[src/include/flags_pkg.sv]
// Package of types and constants for the data-valid and field flag block.
package flags_pkg;

    // -------------------------------------------------------------------
    // Reception modes
    // -------------------------------------------------------------------
    typedef enum logic [3:0] {
        MODE_LINE16  = 4'b0001,
        MODE_PKT2    = 4'b0010,
        MODE_PKT1    = 4'b0100,
        MODE_HEADER  = 4'b1000
    } rx_mode_t;

    // -------------------------------------------------------------------
    // Timing events from the line and field logic, one-cycle pulses
    // -------------------------------------------------------------------
    typedef struct packed {
        logic field_start;
        logic first_field;
        logic line16_start;
        logic valid_line16;
        logic valid_pkt2;
        logic valid_pkt1;
        logic valid_header;
    } video_events_t;

    // -------------------------------------------------------------------
    // Reset values and synchroniser depth
    // -------------------------------------------------------------------
    localparam logic DAV_RESET = 1'b1;
    localparam logic FIELD_RESET = 1'b0;
    localparam int SYNC_STAGES = 2;

endpackage : flags_pkg

[src/core/data_valid_field_flags.sv]
// Data-valid and first-field status pin generator for a data-line decoder.
// Behaviour
// RULE1: The active-low data-valid output goes low in the line where valid data of the mode arrives.
// RULE2: In line-16 label mode the data-valid output returns high at the start of line 16.
// RULE3: In the other modes the data-valid output returns high at the start of the next field.
// RULE4: The field flag goes high at the start of the first field and low at the second.
// RULE5: With the test pin high both outputs follow the address-select pin.
// RULE6: Only the selected mode's set and release apply, and the output idles high.
`timescale 1ns/100ps
`default_nettype none

module data_valid_field_flags (
    // Clock, reset and enable
    input wire logic clock,
    input wire logic arst_n,
    input wire logic clk_en,
    // Mode selection and video events from on-chip logic
    input wire flags_pkg::rx_mode_t rx_mode,
    input wire flags_pkg::video_events_t events,
    // Test pins
    input wire logic test_input_pin,
    input wire logic address_select_pin,
    // Status pins
    output logic data_valid_low_out,
    output logic first_field_flag_out
);

    // -------------------------------------------------------------------
    // Pin synchronisers
    // -------------------------------------------------------------------
    logic test_sync;
    logic addr_sync;

    pin_sync test_sync_u (
        .clock(clock),
        .arst_n(arst_n),
        .clk_en(clk_en),
        .pin_in(test_input_pin),
        .level_out(test_sync)
    );

    pin_sync addr_sync_u (
        .clock(clock),
        .arst_n(arst_n),
        .clk_en(clk_en),
        .pin_in(address_select_pin),
        .level_out(addr_sync)
    );

    // -------------------------------------------------------------------
    // Data-valid state
    // -------------------------------------------------------------------
    logic dav_reg;
    logic dav_next;
    logic set_valid;
    logic release_valid;

    always_comb begin
        set_valid = 1'b0;
        release_valid = 1'b0;
        case (rx_mode) // [RULE6]
            flags_pkg::MODE_LINE16: begin
                set_valid = events.valid_line16; // [RULE1]
                release_valid = events.line16_start; // [RULE2]
            end
            flags_pkg::MODE_PKT2: begin
                set_valid = events.valid_pkt2; // [RULE1]
                release_valid = events.field_start; // [RULE3]
            end
            flags_pkg::MODE_PKT1: begin
                set_valid = events.valid_pkt1; // [RULE1]
                release_valid = events.field_start; // [RULE3]
            end
            flags_pkg::MODE_HEADER: begin
                set_valid = events.valid_header; // [RULE1]
                release_valid = events.field_start; // [RULE3]
            end
            default: begin
                set_valid = 1'b0;
                release_valid = 1'b1;
            end
        endcase
    end

    // A fresh valid line wins over a release in the same cycle, so no data is hidden.
    always_comb begin
        dav_next = dav_reg;
        if (set_valid) begin
            dav_next = 1'b0; // [RULE1]
        end else if (release_valid) begin
            dav_next = 1'b1; // [RULE2] [RULE3]
        end
    end

    always_ff @(posedge clock or negedge arst_n) begin
        if (!arst_n) begin
            dav_reg <= flags_pkg::DAV_RESET;
        end else if (clk_en) begin
            dav_reg <= dav_next;
        end
    end

    // -------------------------------------------------------------------
    // Field flag state
    // -------------------------------------------------------------------
    logic field_reg;

    always_ff @(posedge clock or negedge arst_n) begin
        if (!arst_n) begin
            field_reg <= flags_pkg::FIELD_RESET;
        end else if (clk_en && events.field_start) begin
            field_reg <= events.first_field; // [RULE4]
        end
    end

    // -------------------------------------------------------------------
    // Output stage
    // -------------------------------------------------------------------
    // Test mode is applied at the output flops so the pins stay registered.
    always_ff @(posedge clock or negedge arst_n) begin
        if (!arst_n) begin
            data_valid_low_out <= flags_pkg::DAV_RESET;
            first_field_flag_out <= flags_pkg::FIELD_RESET;
        end else if (clk_en) begin
            if (test_sync) begin
                data_valid_low_out <= addr_sync; // [RULE5]
                first_field_flag_out <= addr_sync; // [RULE5]
            end else begin
                data_valid_low_out <= dav_next;
                first_field_flag_out <= events.field_start ? events.first_field : field_reg;
            end
        end
    end
endmodule // data_valid_field_flags

`default_nettype wire

[src/core/pin_sync.sv]
// Two-stage synchroniser for one asynchronous pin.
`timescale 1ns/100ps
`default_nettype none

module pin_sync (
    // Clock and reset
    input wire logic clock,
    input wire logic arst_n,
    input wire logic clk_en,
    // Pin and synchronised level
    input wire logic pin_in,
    output logic level_out
);

    logic meta_reg;

    // Only the second stage reads the first.
    always_ff @(posedge clock or negedge arst_n) begin
        if (!arst_n) begin
            meta_reg <= 1'b0;
            level_out <= 1'b0;
        end else if (clk_en) begin
            meta_reg <= pin_in;
            level_out <= meta_reg;
        end
    end

endmodule // pin_sync

`default_nettype wire

[config.mk]
export PLATFORM = sky130hd
export DESIGN_NAME = data_valid_field_flags
export DESIGN_NICKNAME = d
export VERILOG_FILES = /design/src/include/flags_pkg.sv /design/src/core/data_valid_field_flags.sv /design/src/core/pin_sync.sv
export SDC_FILE = /design/constraint.sdc
export NUM_CORES = 1
export LEC_CHECK = 0
export ABC_CLOCK_PERIOD_IN_PS = 2530
export BUFFER_PORTS_ARGS = -buffer_cell sky130_fd_sc_hd__buf_2
export CORE_AREA = 2 2 39 41
export DETAILED_ROUTE_END_ITERATION = 12
export DIE_AREA = 0 0 41 43
export SLEW_MARGIN = 15
export SYNTH_ARGS = -nofsm -noshare
export SYNTH_HDL_FRONTEND = slang
export SYNTH_HIERARCHICAL = 1
export SYNTH_SLANG_ARGS = --single-unit
[constraint.sdc]
create_clock -name clock -period 2.53 [get_ports clock]
set_input_delay 0.1265 -clock clock [delete_from_list [all_inputs] [get_ports clock]]
set_output_delay 0.1265 -clock clock [all_outputs]
set_load 0.05 [all_outputs]
### Word level (Yosys, flattened, before mapping)

Cells that the tools add are included.

| cells by class | value |
|---|---|
| equality and inequality tests | 4 |
| muxes and demuxes | 7 |
| reductions and logical operators | 2 |

Operators with widths:

| operator | number |
|---|---|
| two-way mux 1 bit | 5 |
| == test 4 x 1 -> 1 bit, second input constant | 1 |
| == test 4 x 2 -> 1 bit, second input constant | 1 |
| == test 4 x 3 -> 1 bit, second input constant | 1 |
| == test 4 bit, second input constant | 1 |
| one-hot mux 1 bit (4 select lines) | 1 |
| OR reduction 3 bit | 1 |
| one-hot mux 1 bit (2 select lines) | 1 |
| logical AND 1 bit | 1 |

| storage, ports and cells | value |
|---|---|
| register bits after elaboration | 8 |
| bits of input ports | 16 |
| output and inout bits | 2 |
| word-level logic and storage cells | 21 |

### Longest topological paths before layout

Gate-level depths: netlist of run 1.

| logic depth | value |
|---|---|
| word-level depth | 6 |
| depth in mapped cells | 4 |
| gate-level depth less buffers | 4 |

### Cells and area by module

The synthesis of run 1 kept the hierarchy.

By module, submodules not included:

| module | times used | cells each | area each (sq um) |
|---|---|---|---|
| data_valid_field_flags | 1 | 29 | 270.3 |
| pin_sync | 2 | 4 | 72.6 |

### Worst setup path before layout of run 1

No wires, ideal clock.

| path | value |
|---|---|
| path kind | register to register |
| start point | reg dav_reg |
| end point | reg data_valid_low_out |
| setup time | 0.072 ns |
| data arrival time | 1.053 ns |
| path slack | 1.406 ns |
| stages on the path, launching flop included | 5 |
| path buffers | 0 |
| period minus slack after synthesis | 1.124 ns |
| cell sequence | dfstp_2 > o21bai_1 > a221oi_2 > a211oi_2 > o21ai_1 |

| between the ends | value |
|---|---|
| word-level cells in the longest chain between the ends | 3 |

RTL lines:

| what | RTL line | text |
|---|---|---|
| start, declared | data_valid_field_flags.sv:53 | `logic dav_reg;` |
| start signal, assigned | data_valid_field_flags.sv:97 | `dav_reg <= flags_pkg::DAV_RESET;` |
| start signal, assigned | data_valid_field_flags.sv:99 | `dav_reg <= dav_next;` |
| two-way mux 1 bit | data_valid_field_flags.sv:90 | `end else if (release_valid) begin` |
| two-way mux 1 bit | data_valid_field_flags.sv:88 | `if (set_valid) begin` |
| two-way mux 1 bit | data_valid_field_flags.sv:125 | `if (test_sync) begin` |
| end signal, assigned | data_valid_field_flags.sv:122 | `data_valid_low_out <= flags_pkg::DAV_RESET;` |
| end signal, assigned | data_valid_field_flags.sv:126 | `data_valid_low_out <= addr_sync;` |
| end signal, assigned | data_valid_field_flags.sv:129 | `data_valid_low_out <= dav_next;` |
| end, declared | data_valid_field_flags.sv:24 | `output logic data_valid_low_out,` |

Every way passes these cells.
A chain may end at the register's enable or synchronous reset.

### Final worst setup path of run 1

Same ends and word-level chain as after synthesis.

==> run metrics, run 1 <==
final setup vio count 0; kind of capture point of the worst setup path register; Netlist Area Pre-Place 415 sq um; Lkg Pwr 0.000259 uW; async set-or-reset flop fraction in the synthesized netlist 100%; stage delay of the slowest cell on the critical path 0.56 ns; number of nets produced by synthesis 53; iteration count of the initial detailed-routing pass 3; CTS clock-pin slew for the worst setup and hold paths 0.05 ns; vertical extent of the die 43 microns; CP max FO 5; Clock Skew 0.00505 ns; number of antenna repair diodes 0; register-to-register path setup slack 1.34 ns; category of the most critical setup path register to register; total power density per cell area 634 nW/um^2; vias per std cell 4.72; Post-route DRC 0; growth of design area from synthesis to finish 33.1%; via count 349; number of unique standard cell types used by synthesis 17; number of buffers created by CTS 3; start point of the critical path dav_reg$_DFFE_PN1P_; RSZ-0062 raised after global routing false; Detailed Place HPWL 603 microns; number of I/O port buffers 17; portion of the clock cycle consumed by the worst path in the final layout 46.9%; kind of start point of the critical path register; area of the core region 1380 sq um; count of pins on the block boundary 18; nets 76; effective utilization at floorplan 30.0%; worst endpoint required time 2.71 ns; TritonCTS clock tree built; Post-synth EDFFs 0; cell at the slowest stage of the critical path sky130_fd_sc_hd__dfstp_2; dominant cell type by area after synthesis sky130_fd_sc_hd__dfrtp_1; Routed WL per cell 10.4 microns; final total negative setup slack 0 ns; fraction of final layout cells with drive strength greater than 1 51.7%; number of sinks handled by clock tree synthesis 8; Final Max Tran Viols 0; Total Die Area 1760 sq um; worst reg2reg path endpoint data_valid_low_out$_DFFE_PN1P_; floorplan die width 41 microns; depth of the worst register-to-register path 4; cell chain of the critical path o21bai_1 > a221oi_2 > a211oi_2 > o21ai_1; final weighted congestion in routability-driven placement 0.636; Worst Slack Setup Final 1.34 ns; Tightest Hold Check Type primary input to register; via count of the first global-routing pass 328; top flip-flop cell by instance count after synthesis sky130_fd_sc_hd__dfrtp_1; FMAX 843 MHz; end of the critical path data_valid_low_out$_DFFE_PN1P_; Syn. warnings 6; total detailed-routing wirelength 772 microns; maximum level of the CTS H-tree 1; violation count after the first detailed-routing iteration 4; arrival time of data at the critical path endpoint 1.36 ns; mean area per synthesized cell 11.2 sq um; Peak supply drop 0.326 mV; Hold Vio Cnt, Final 0; top cell types by occurrence after synthesis sky130_fd_sc_hd__dfrtp_1, sky130_fd_sc_hd__mux2_2, sky130_fd_sc_hd__nand2_1, sky130_fd_sc_hd__nor2_1, sky130_fd_sc_hd__nor2b_1; Seq/Total Area, Yosys 48.8%; cell at the root of the clock tree sky130_fd_sc_hd__clkbuf_4; shortest period the worst path allows 1.19 ns; GRT Resource Usage Total 10.1%; number of instances in the synthesized netlist 37; count of antenna-violating nets left after detailed routing 0; Yosys top cell area share 36.1%; max-slew headroom at the worst pin 83.4%; FF+latch count, synth 8; max-cap violation count 0; status finished, final reports clean; wire length of the first global-routing pass 1.17 mm; reg-to-reg critical path startpoint dav_reg$_DFFE_PN1P_; pre-CTS setup slack 1.34 ns; maximum number of pins on one net before global-route repair 12; # rows 14; maximum root-to-sink buffer count 2; initial antenna violation count 0; total grt overflow 0; fill count 147; clk_lat worst skew 0.25 ns; cell types occupying the most area after synthesis sky130_fd_sc_hd__dfrtp_1, sky130_fd_sc_hd__mux2_2, sky130_fd_sc_hd__dfstp_2; slew at the pin closest to its max-slew limit 0.249 ns
==> placed cells by master, fill, tap and decap left out <==
master	instances
sky130_fd_sc_hd__a31oi_1	1
sky130_fd_sc_hd__clkbuf_4	3
sky130_fd_sc_hd__nor2b_1	3
sky130_fd_sc_hd__a221oi_2	1
sky130_fd_sc_hd__buf_2	17
sky130_fd_sc_hd__dfrtp_1	6
sky130_fd_sc_hd__a211oi_2	1
sky130_fd_sc_hd__nand3b_1	1
sky130_fd_sc_hd__mux2_2	6
sky130_fd_sc_hd__nor2_1	3
sky130_fd_sc_hd__o21ai_0	2
sky130_fd_sc_hd__o2111ai_1	1
sky130_fd_sc_hd__o22ai_1	1
sky130_fd_sc_hd__mux2i_1	1
sky130_fd_sc_hd__dlygate4sd3_1	1
sky130_fd_sc_hd__dfstp_2	2
sky130_fd_sc_hd__inv_1	2
sky130_fd_sc_hd__o21bai_1	2
sky130_fd_sc_hd__o21ai_1	1
sky130_fd_sc_hd__nand2_1	3
==> what timing repair did <==
item,in CTS,in global routing
hold buffers,1,0
gates resized for setup,0,0
setup buffers,0,0
hold endpoints to repair,8,0
==> worst max-delay path, delay by kind of cell, from the launching register on <==
kind	cells	cell delay, ns
AO/OA/AOI/OAI	4	0.56
flip-flops	1	0.56
==> layer usage <==
layer	part of all wire, %	wire length (microns)	global-route usage, %	vias to the layer above
li1	-	-	-	178
met1	47	361	11.8	152
met2	40	309	14.4	17
met3	11	82	3.14	2
met4	2.5	19	8.00	0
met5	0	0	0	-
==> metrics by stage <==
step                      hold slack, ns  cells  total power (uW)  area, sq um  utilization, %
after floorplan                   -0.169     37               225          415               -
after global placement           -0.0234     70               256          520            37.6
after detailed placement         -0.0217     70               257          520            37.6
after CTS                         0.0980     74               358          553            40.0
after global routing              0.0902     74               373          553            40.0
final                              0.108     74               350          553            40.0
==> power breakdown <==
| group | switching [uW] | leakage, uW | internal [uW] |
|---|---|---|---|
| sequential | 12.3 | 0.0000917 | 151 |
| combinational | 52.9 | 0.000153 | 38.7 |
| clock | 41.0 | 0.0000138 | 54.1 |
| total | 106 | 0.000259 | 244 |
==> layout make-up <==
type / count / area, sq um / area share [%]
multi-input combinational: 27 / 205 / 37.1
clock buffer: 3 / 22.5 / 4.07
sequential: 8 / 203 / 36.7
timing repair buffer: 18 / 95.1 / 17.2
tap: 16 / 20.0 / 3.62
inverter: 2 / 7.51 / 1.36
==> how the worst min path moves through the flow <==
stage	from	end	slack (ns)	depth (start not counted)
after floorplan	arst_n	addr_sync_u/level_out$_DFFE_PN0P_	-0.17	0
after global placement	arst_n	test_sync_u/meta_reg$_DFFE_PN0P_	-0.02	1
after detailed placement	arst_n	test_sync_u/level_out$_DFFE_PN0P_	-0.02	1
after CTS	address_select_pin	addr_sync_u/meta_reg$_DFFE_PN0P_	0.1	2
after global routing	address_select_pin	addr_sync_u/meta_reg$_DFFE_PN0P_	0.09	2
final	test_input_pin	test_sync_u/meta_reg$_DFFE_PN0P_	0.11	2
==> kinds of logic (layout without fill, tap and decap cells) <==
| logic type | Yosys count | after routing | share of synthesized area, % |
|---|---|---|---|
| AO/OA/AOI/OAI | 10 | 10 | 19.0 |
| multiplexers | 7 | 7 | 18.7 |
| flip-flops | 8 | 8 | 48.8 |
| AND/OR/NAND/NOR | 10 | 10 | 11.7 |
| buffers and inverters | 2 | 23 | 1.81 |
Note: power is estimated with default switching activity, not from simulation.
==> inputs of run 2 (changes only) <==
--- a/config.mk
+++ b/config.mk
@@ -5,7 +5,7 @@
 export SDC_FILE = /design/constraint.sdc
 export NUM_CORES = 1
 export LEC_CHECK = 0
-export ABC_CLOCK_PERIOD_IN_PS = 2530
+export ABC_CLOCK_PERIOD_IN_PS = 1000
 export BUFFER_PORTS_ARGS = -buffer_cell sky130_fd_sc_hd__buf_2
 export CORE_AREA = 2 2 39 41
 export DETAILED_ROUTE_END_ITERATION = 12
==> constraint.sdc (replaced) <==
create_clock -name clock -period 1 [get_ports clock]
set_input_delay 0.05 -clock clock [delete_from_list [all_inputs] [get_ports clock]]
set_output_delay 0.05 -clock clock [all_outputs]
set_load 0.05 [all_outputs]
==> run 2 against run 1 <==
Effect of this change:
- the run now ends with negative setup slack left
- clock-buffer cell count unchanged
- final area up 2.5%
- routed wire length increased by 3.0%
- cell count is the same
- utilization increased by 0.99 points
- via count is 2.6% lower
- non-clock buffer count did not move
- register-to-register slack lost 1.5 ns
- first-iteration DRC count fell by 75%
- combinational power increased to 2.8 times the previous value
- power rose to 2.6 times the previous value
- critical path type unchanged
==> run metrics, run 2 (synthesis gave the netlist of run 1 again) <==
vias per std cell 4.59 (was 4.72); cell-internal power 642 uW (was 244 uW); final setup vio count 2 (was 0); worst hold path startpoint test_input_pin (unchanged); portion of the clock cycle consumed by the worst path in the final layout 116% (was 46.9%); Peak supply drop 0.775 mV (was 0.326 mV); met1 routing resource usage after global routing 13.2% (was 11.8%); number of sinks handled by clock tree synthesis 8 (unchanged); # rows 14 (unchanged); Gate power share 28.2% (was 26.2%); reg-to-reg critical path startpoint dav_reg$_DFFE_PN1P_ (unchanged); fraction of final layout cells with drive strength greater than 1 51.7% (unchanged); cell chain of the critical path o21bai_1 > a221oi_2 > a211oi_2 > o21ai_1 (unchanged); most frequent cells in the layout sky130_fd_sc_hd__buf_2, sky130_fd_sc_hd__dfrtp_1, sky130_fd_sc_hd__mux2_2 (was sky130_fd_sc_hd__buf_2, sky130_fd_sc_hd__mux2_2, sky130_fd_sc_hd__dfrtp_1); part of the total power dissipated in the clock network 26.2% (was 27.1%); Placed Area 520 sq um (unchanged); category of the most critical setup path register to register (unchanged); area of the core region 1380 sq um (unchanged); clk_lat worst skew 0.25 ns (about the same); worst hold margin 0.0321 ns (was 0.108 ns); final cell count without fillers 74 (unchanged); maximum root-to-sink buffer count 2 (unchanged); kind of start point of the critical path register (unchanged); stage delay of the slowest cell on the critical path 0.56 ns (about the same); kind of capture point of the worst setup path register (unchanged); part of the power in registers 45.7% (was 46.7%); final weighted congestion in routability-driven placement 0.603 (was 0.636); slew at the pin closest to its max-slew limit 0.250 ns (was 0.249 ns); via count 340 (was 349); wire length of the first global-routing pass 1.24 mm (was 1.17 mm); met3 global-route usage 1.57% (was 3.14%); start point of the critical path dav_reg$_DFFE_PN1P_ (unchanged); Post-route DRC 0 (unchanged); effective utilization at floorplan 30.0% (unchanged); max-cap violation count 0 (unchanged); fraction of met2 tracks used by global routing 15.6% (was 14.4%); most common cell after layout, fill and taps aside sky130_fd_sc_hd__buf_2 (unchanged); final instance area 567 sq um (was 553 sq um); growth of design area from synthesis to finish 36.4% (was 33.1%); Routed WL per cell 10.7 microns (was 10.4 microns); post-CTS setup-driven buffer insertion count 0 (unchanged); maximum level of the CTS H-tree 1 (unchanged); global routing's busiest layer met2 (unchanged); total power density per cell area 1610 nW/um^2 (was 634 nW/um^2); count of antenna-violating nets left after detailed routing 0 (unchanged); via count of the first global-routing pass 344 (was 328); cell at the slowest stage of the critical path sky130_fd_sc_hd__dfstp_2 (unchanged); shortest period the worst path allows 1.16 ns (was 1.19 ns); maximum number of pins on one net before global-route repair 12 (unchanged); Worst Slack Setup Final -0.162 ns (was 1.34 ns); GRT Resource Usage Total 10.3% (was 10.1%); floorplan die width 41 microns (unchanged); sw frac 29.8% (was 30.3%); number of buffers created by CTS 3 (unchanged); worst endpoint required time 1.18 ns (was 2.71 ns); # placed instances 70 (unchanged); count of pins on the block boundary 18 (unchanged); iteration count of the initial detailed-routing pass 2 (was 3); TritonCTS clock tree built (unchanged); max-slew headroom at the worst pin 83.3% (was 83.4%); vertical extent of the die 43 microns (unchanged); initial antenna violation count 0 (unchanged); status finished with violations (was finished, final reports clean); violation count after the first detailed-routing iteration 1 (was 4); Total Die Area 1760 sq um (unchanged); RSZ-0062 raised after global routing true (was false); total detailed-routing wirelength 795 microns (was 772 microns); number of I/O port buffers 17 (unchanged); violations in the final reports negative setup slack; arrival time of data at the critical path endpoint 1.34 ns (was 1.36 ns); nets 76 (unchanged); cell at the root of the clock tree sky130_fd_sc_hd__clkbuf_4 (unchanged); Tightest Hold Check Type primary input to register (unchanged); total grt overflow 0 (unchanged); number of antenna repair diodes 0 (unchanged); pre-CTS setup slack -0.174 ns (was 1.34 ns); CP max FO 5 (unchanged); CTS clock-pin slew for the worst setup and hold paths 0.06 ns (was 0.05 ns); net switching power 273 uW (was 106 uW); fraction of the core area covered by cells at the end of the flow 41.0% (was 40.0%); Final Max Tran Viols 0 (unchanged); FMAX 861 MHz (was 843 MHz); Lkg Pwr 0.000266 uW (was 0.000259 uW); Clock Skew 0.00638 ns (was 0.00505 ns); Hold Vio Cnt, Final 0 (unchanged)
==> run 2: changes by cell type in the layout (fill, tap and decap cells not counted) <==
cell / delta
sky130_fd_sc_hd__buf_2: -1
sky130_fd_sc_hd__buf_8: +1
sky130_fd_sc_hd__mux2_2: -1
sky130_fd_sc_hd__mux2_4: +1
sky130_fd_sc_hd__o21ai_0: -1
sky130_fd_sc_hd__o21ai_1: +1
==> run 2: worst paths after layout <==
path,end,cells past startpoint,slack (ns)
max,data_valid_low_out$_DFFE_PN1P_,4,-0.16
min,test_sync_u/meta_reg$_DFFE_PN0P_,2,0.03
max reg2reg,data_valid_low_out$_DFFE_PN1P_,4,-0.16
min reg2reg,dav_reg$_DFFE_PN1P_,2,0.50
max in group asynchronous,data_valid_low_out$_DFFE_PN1P_,2,0.60
min in group asynchronous,first_field_flag_out$_DFFE_PN0P_,2,0.16
==> run 2: worst max-delay path: cells and delay by family, from the launching register on <==
| family | cells | cell delay (ns) |
|---|---|---|
| flops | 1 | 0.56 |
| compound gates | 4 | 0.53 |
==> run 2: power groups by stage <==
| stage | Sequential, uW | Clock (uW) | Combinational, uW |
|---|---|---|---|
| final | 418 | 239 | 258 |
| after global routing | 427 | 258 | 280 |
| after CTS | 415 | 253 | 247 |
| after detailed placement | 418 | 0 | 233 |
| after global placement | 417 | 0 | 230 |
| after floorplan | 482 | 0 | 87.9 |
==> run 2: area by class of cell <==
| class | instances | area (sq um) |
|---|---|---|
| inverter | 2 | 7.51 |
| fill | 142 | 817 |
| multi-input combinational | 27 | 209 |
| sequential | 8 | 203 |
| timing repair buffer | 18 | 105 |
| clock buffer | 3 | 22.5 |
| tap | 16 | 20.0 |
==> run 2: routing by layer <==
layer / vias up / share of wire [%] / routed length, microns
met5: - / 0 / 0
met4: 0 / 0 / 0
met3: 0 / 8.7 / 69
met2: 15 / 43 / 344
met1: 148 / 48 / 381
li1: 177 / - / -
==> run 2: per-stage QoR <==
stage	total power [uW]	TNS (ns)
floorplan	570	-0.238
global placement	647	-0.303
detailed placement	651	-0.343
CTS	915	-0.327
global route	965	-0.500
finish	915	-0.312
==> run 2: repair_timing <==
action                                  4_1_cts  5_1_grt
endpoints found under the setup margin        3        4
pin swaps                                     1        2
gates resized for setup                       2        3
hold buffers                                  1        0
endpoints found under the hold margin         8        0
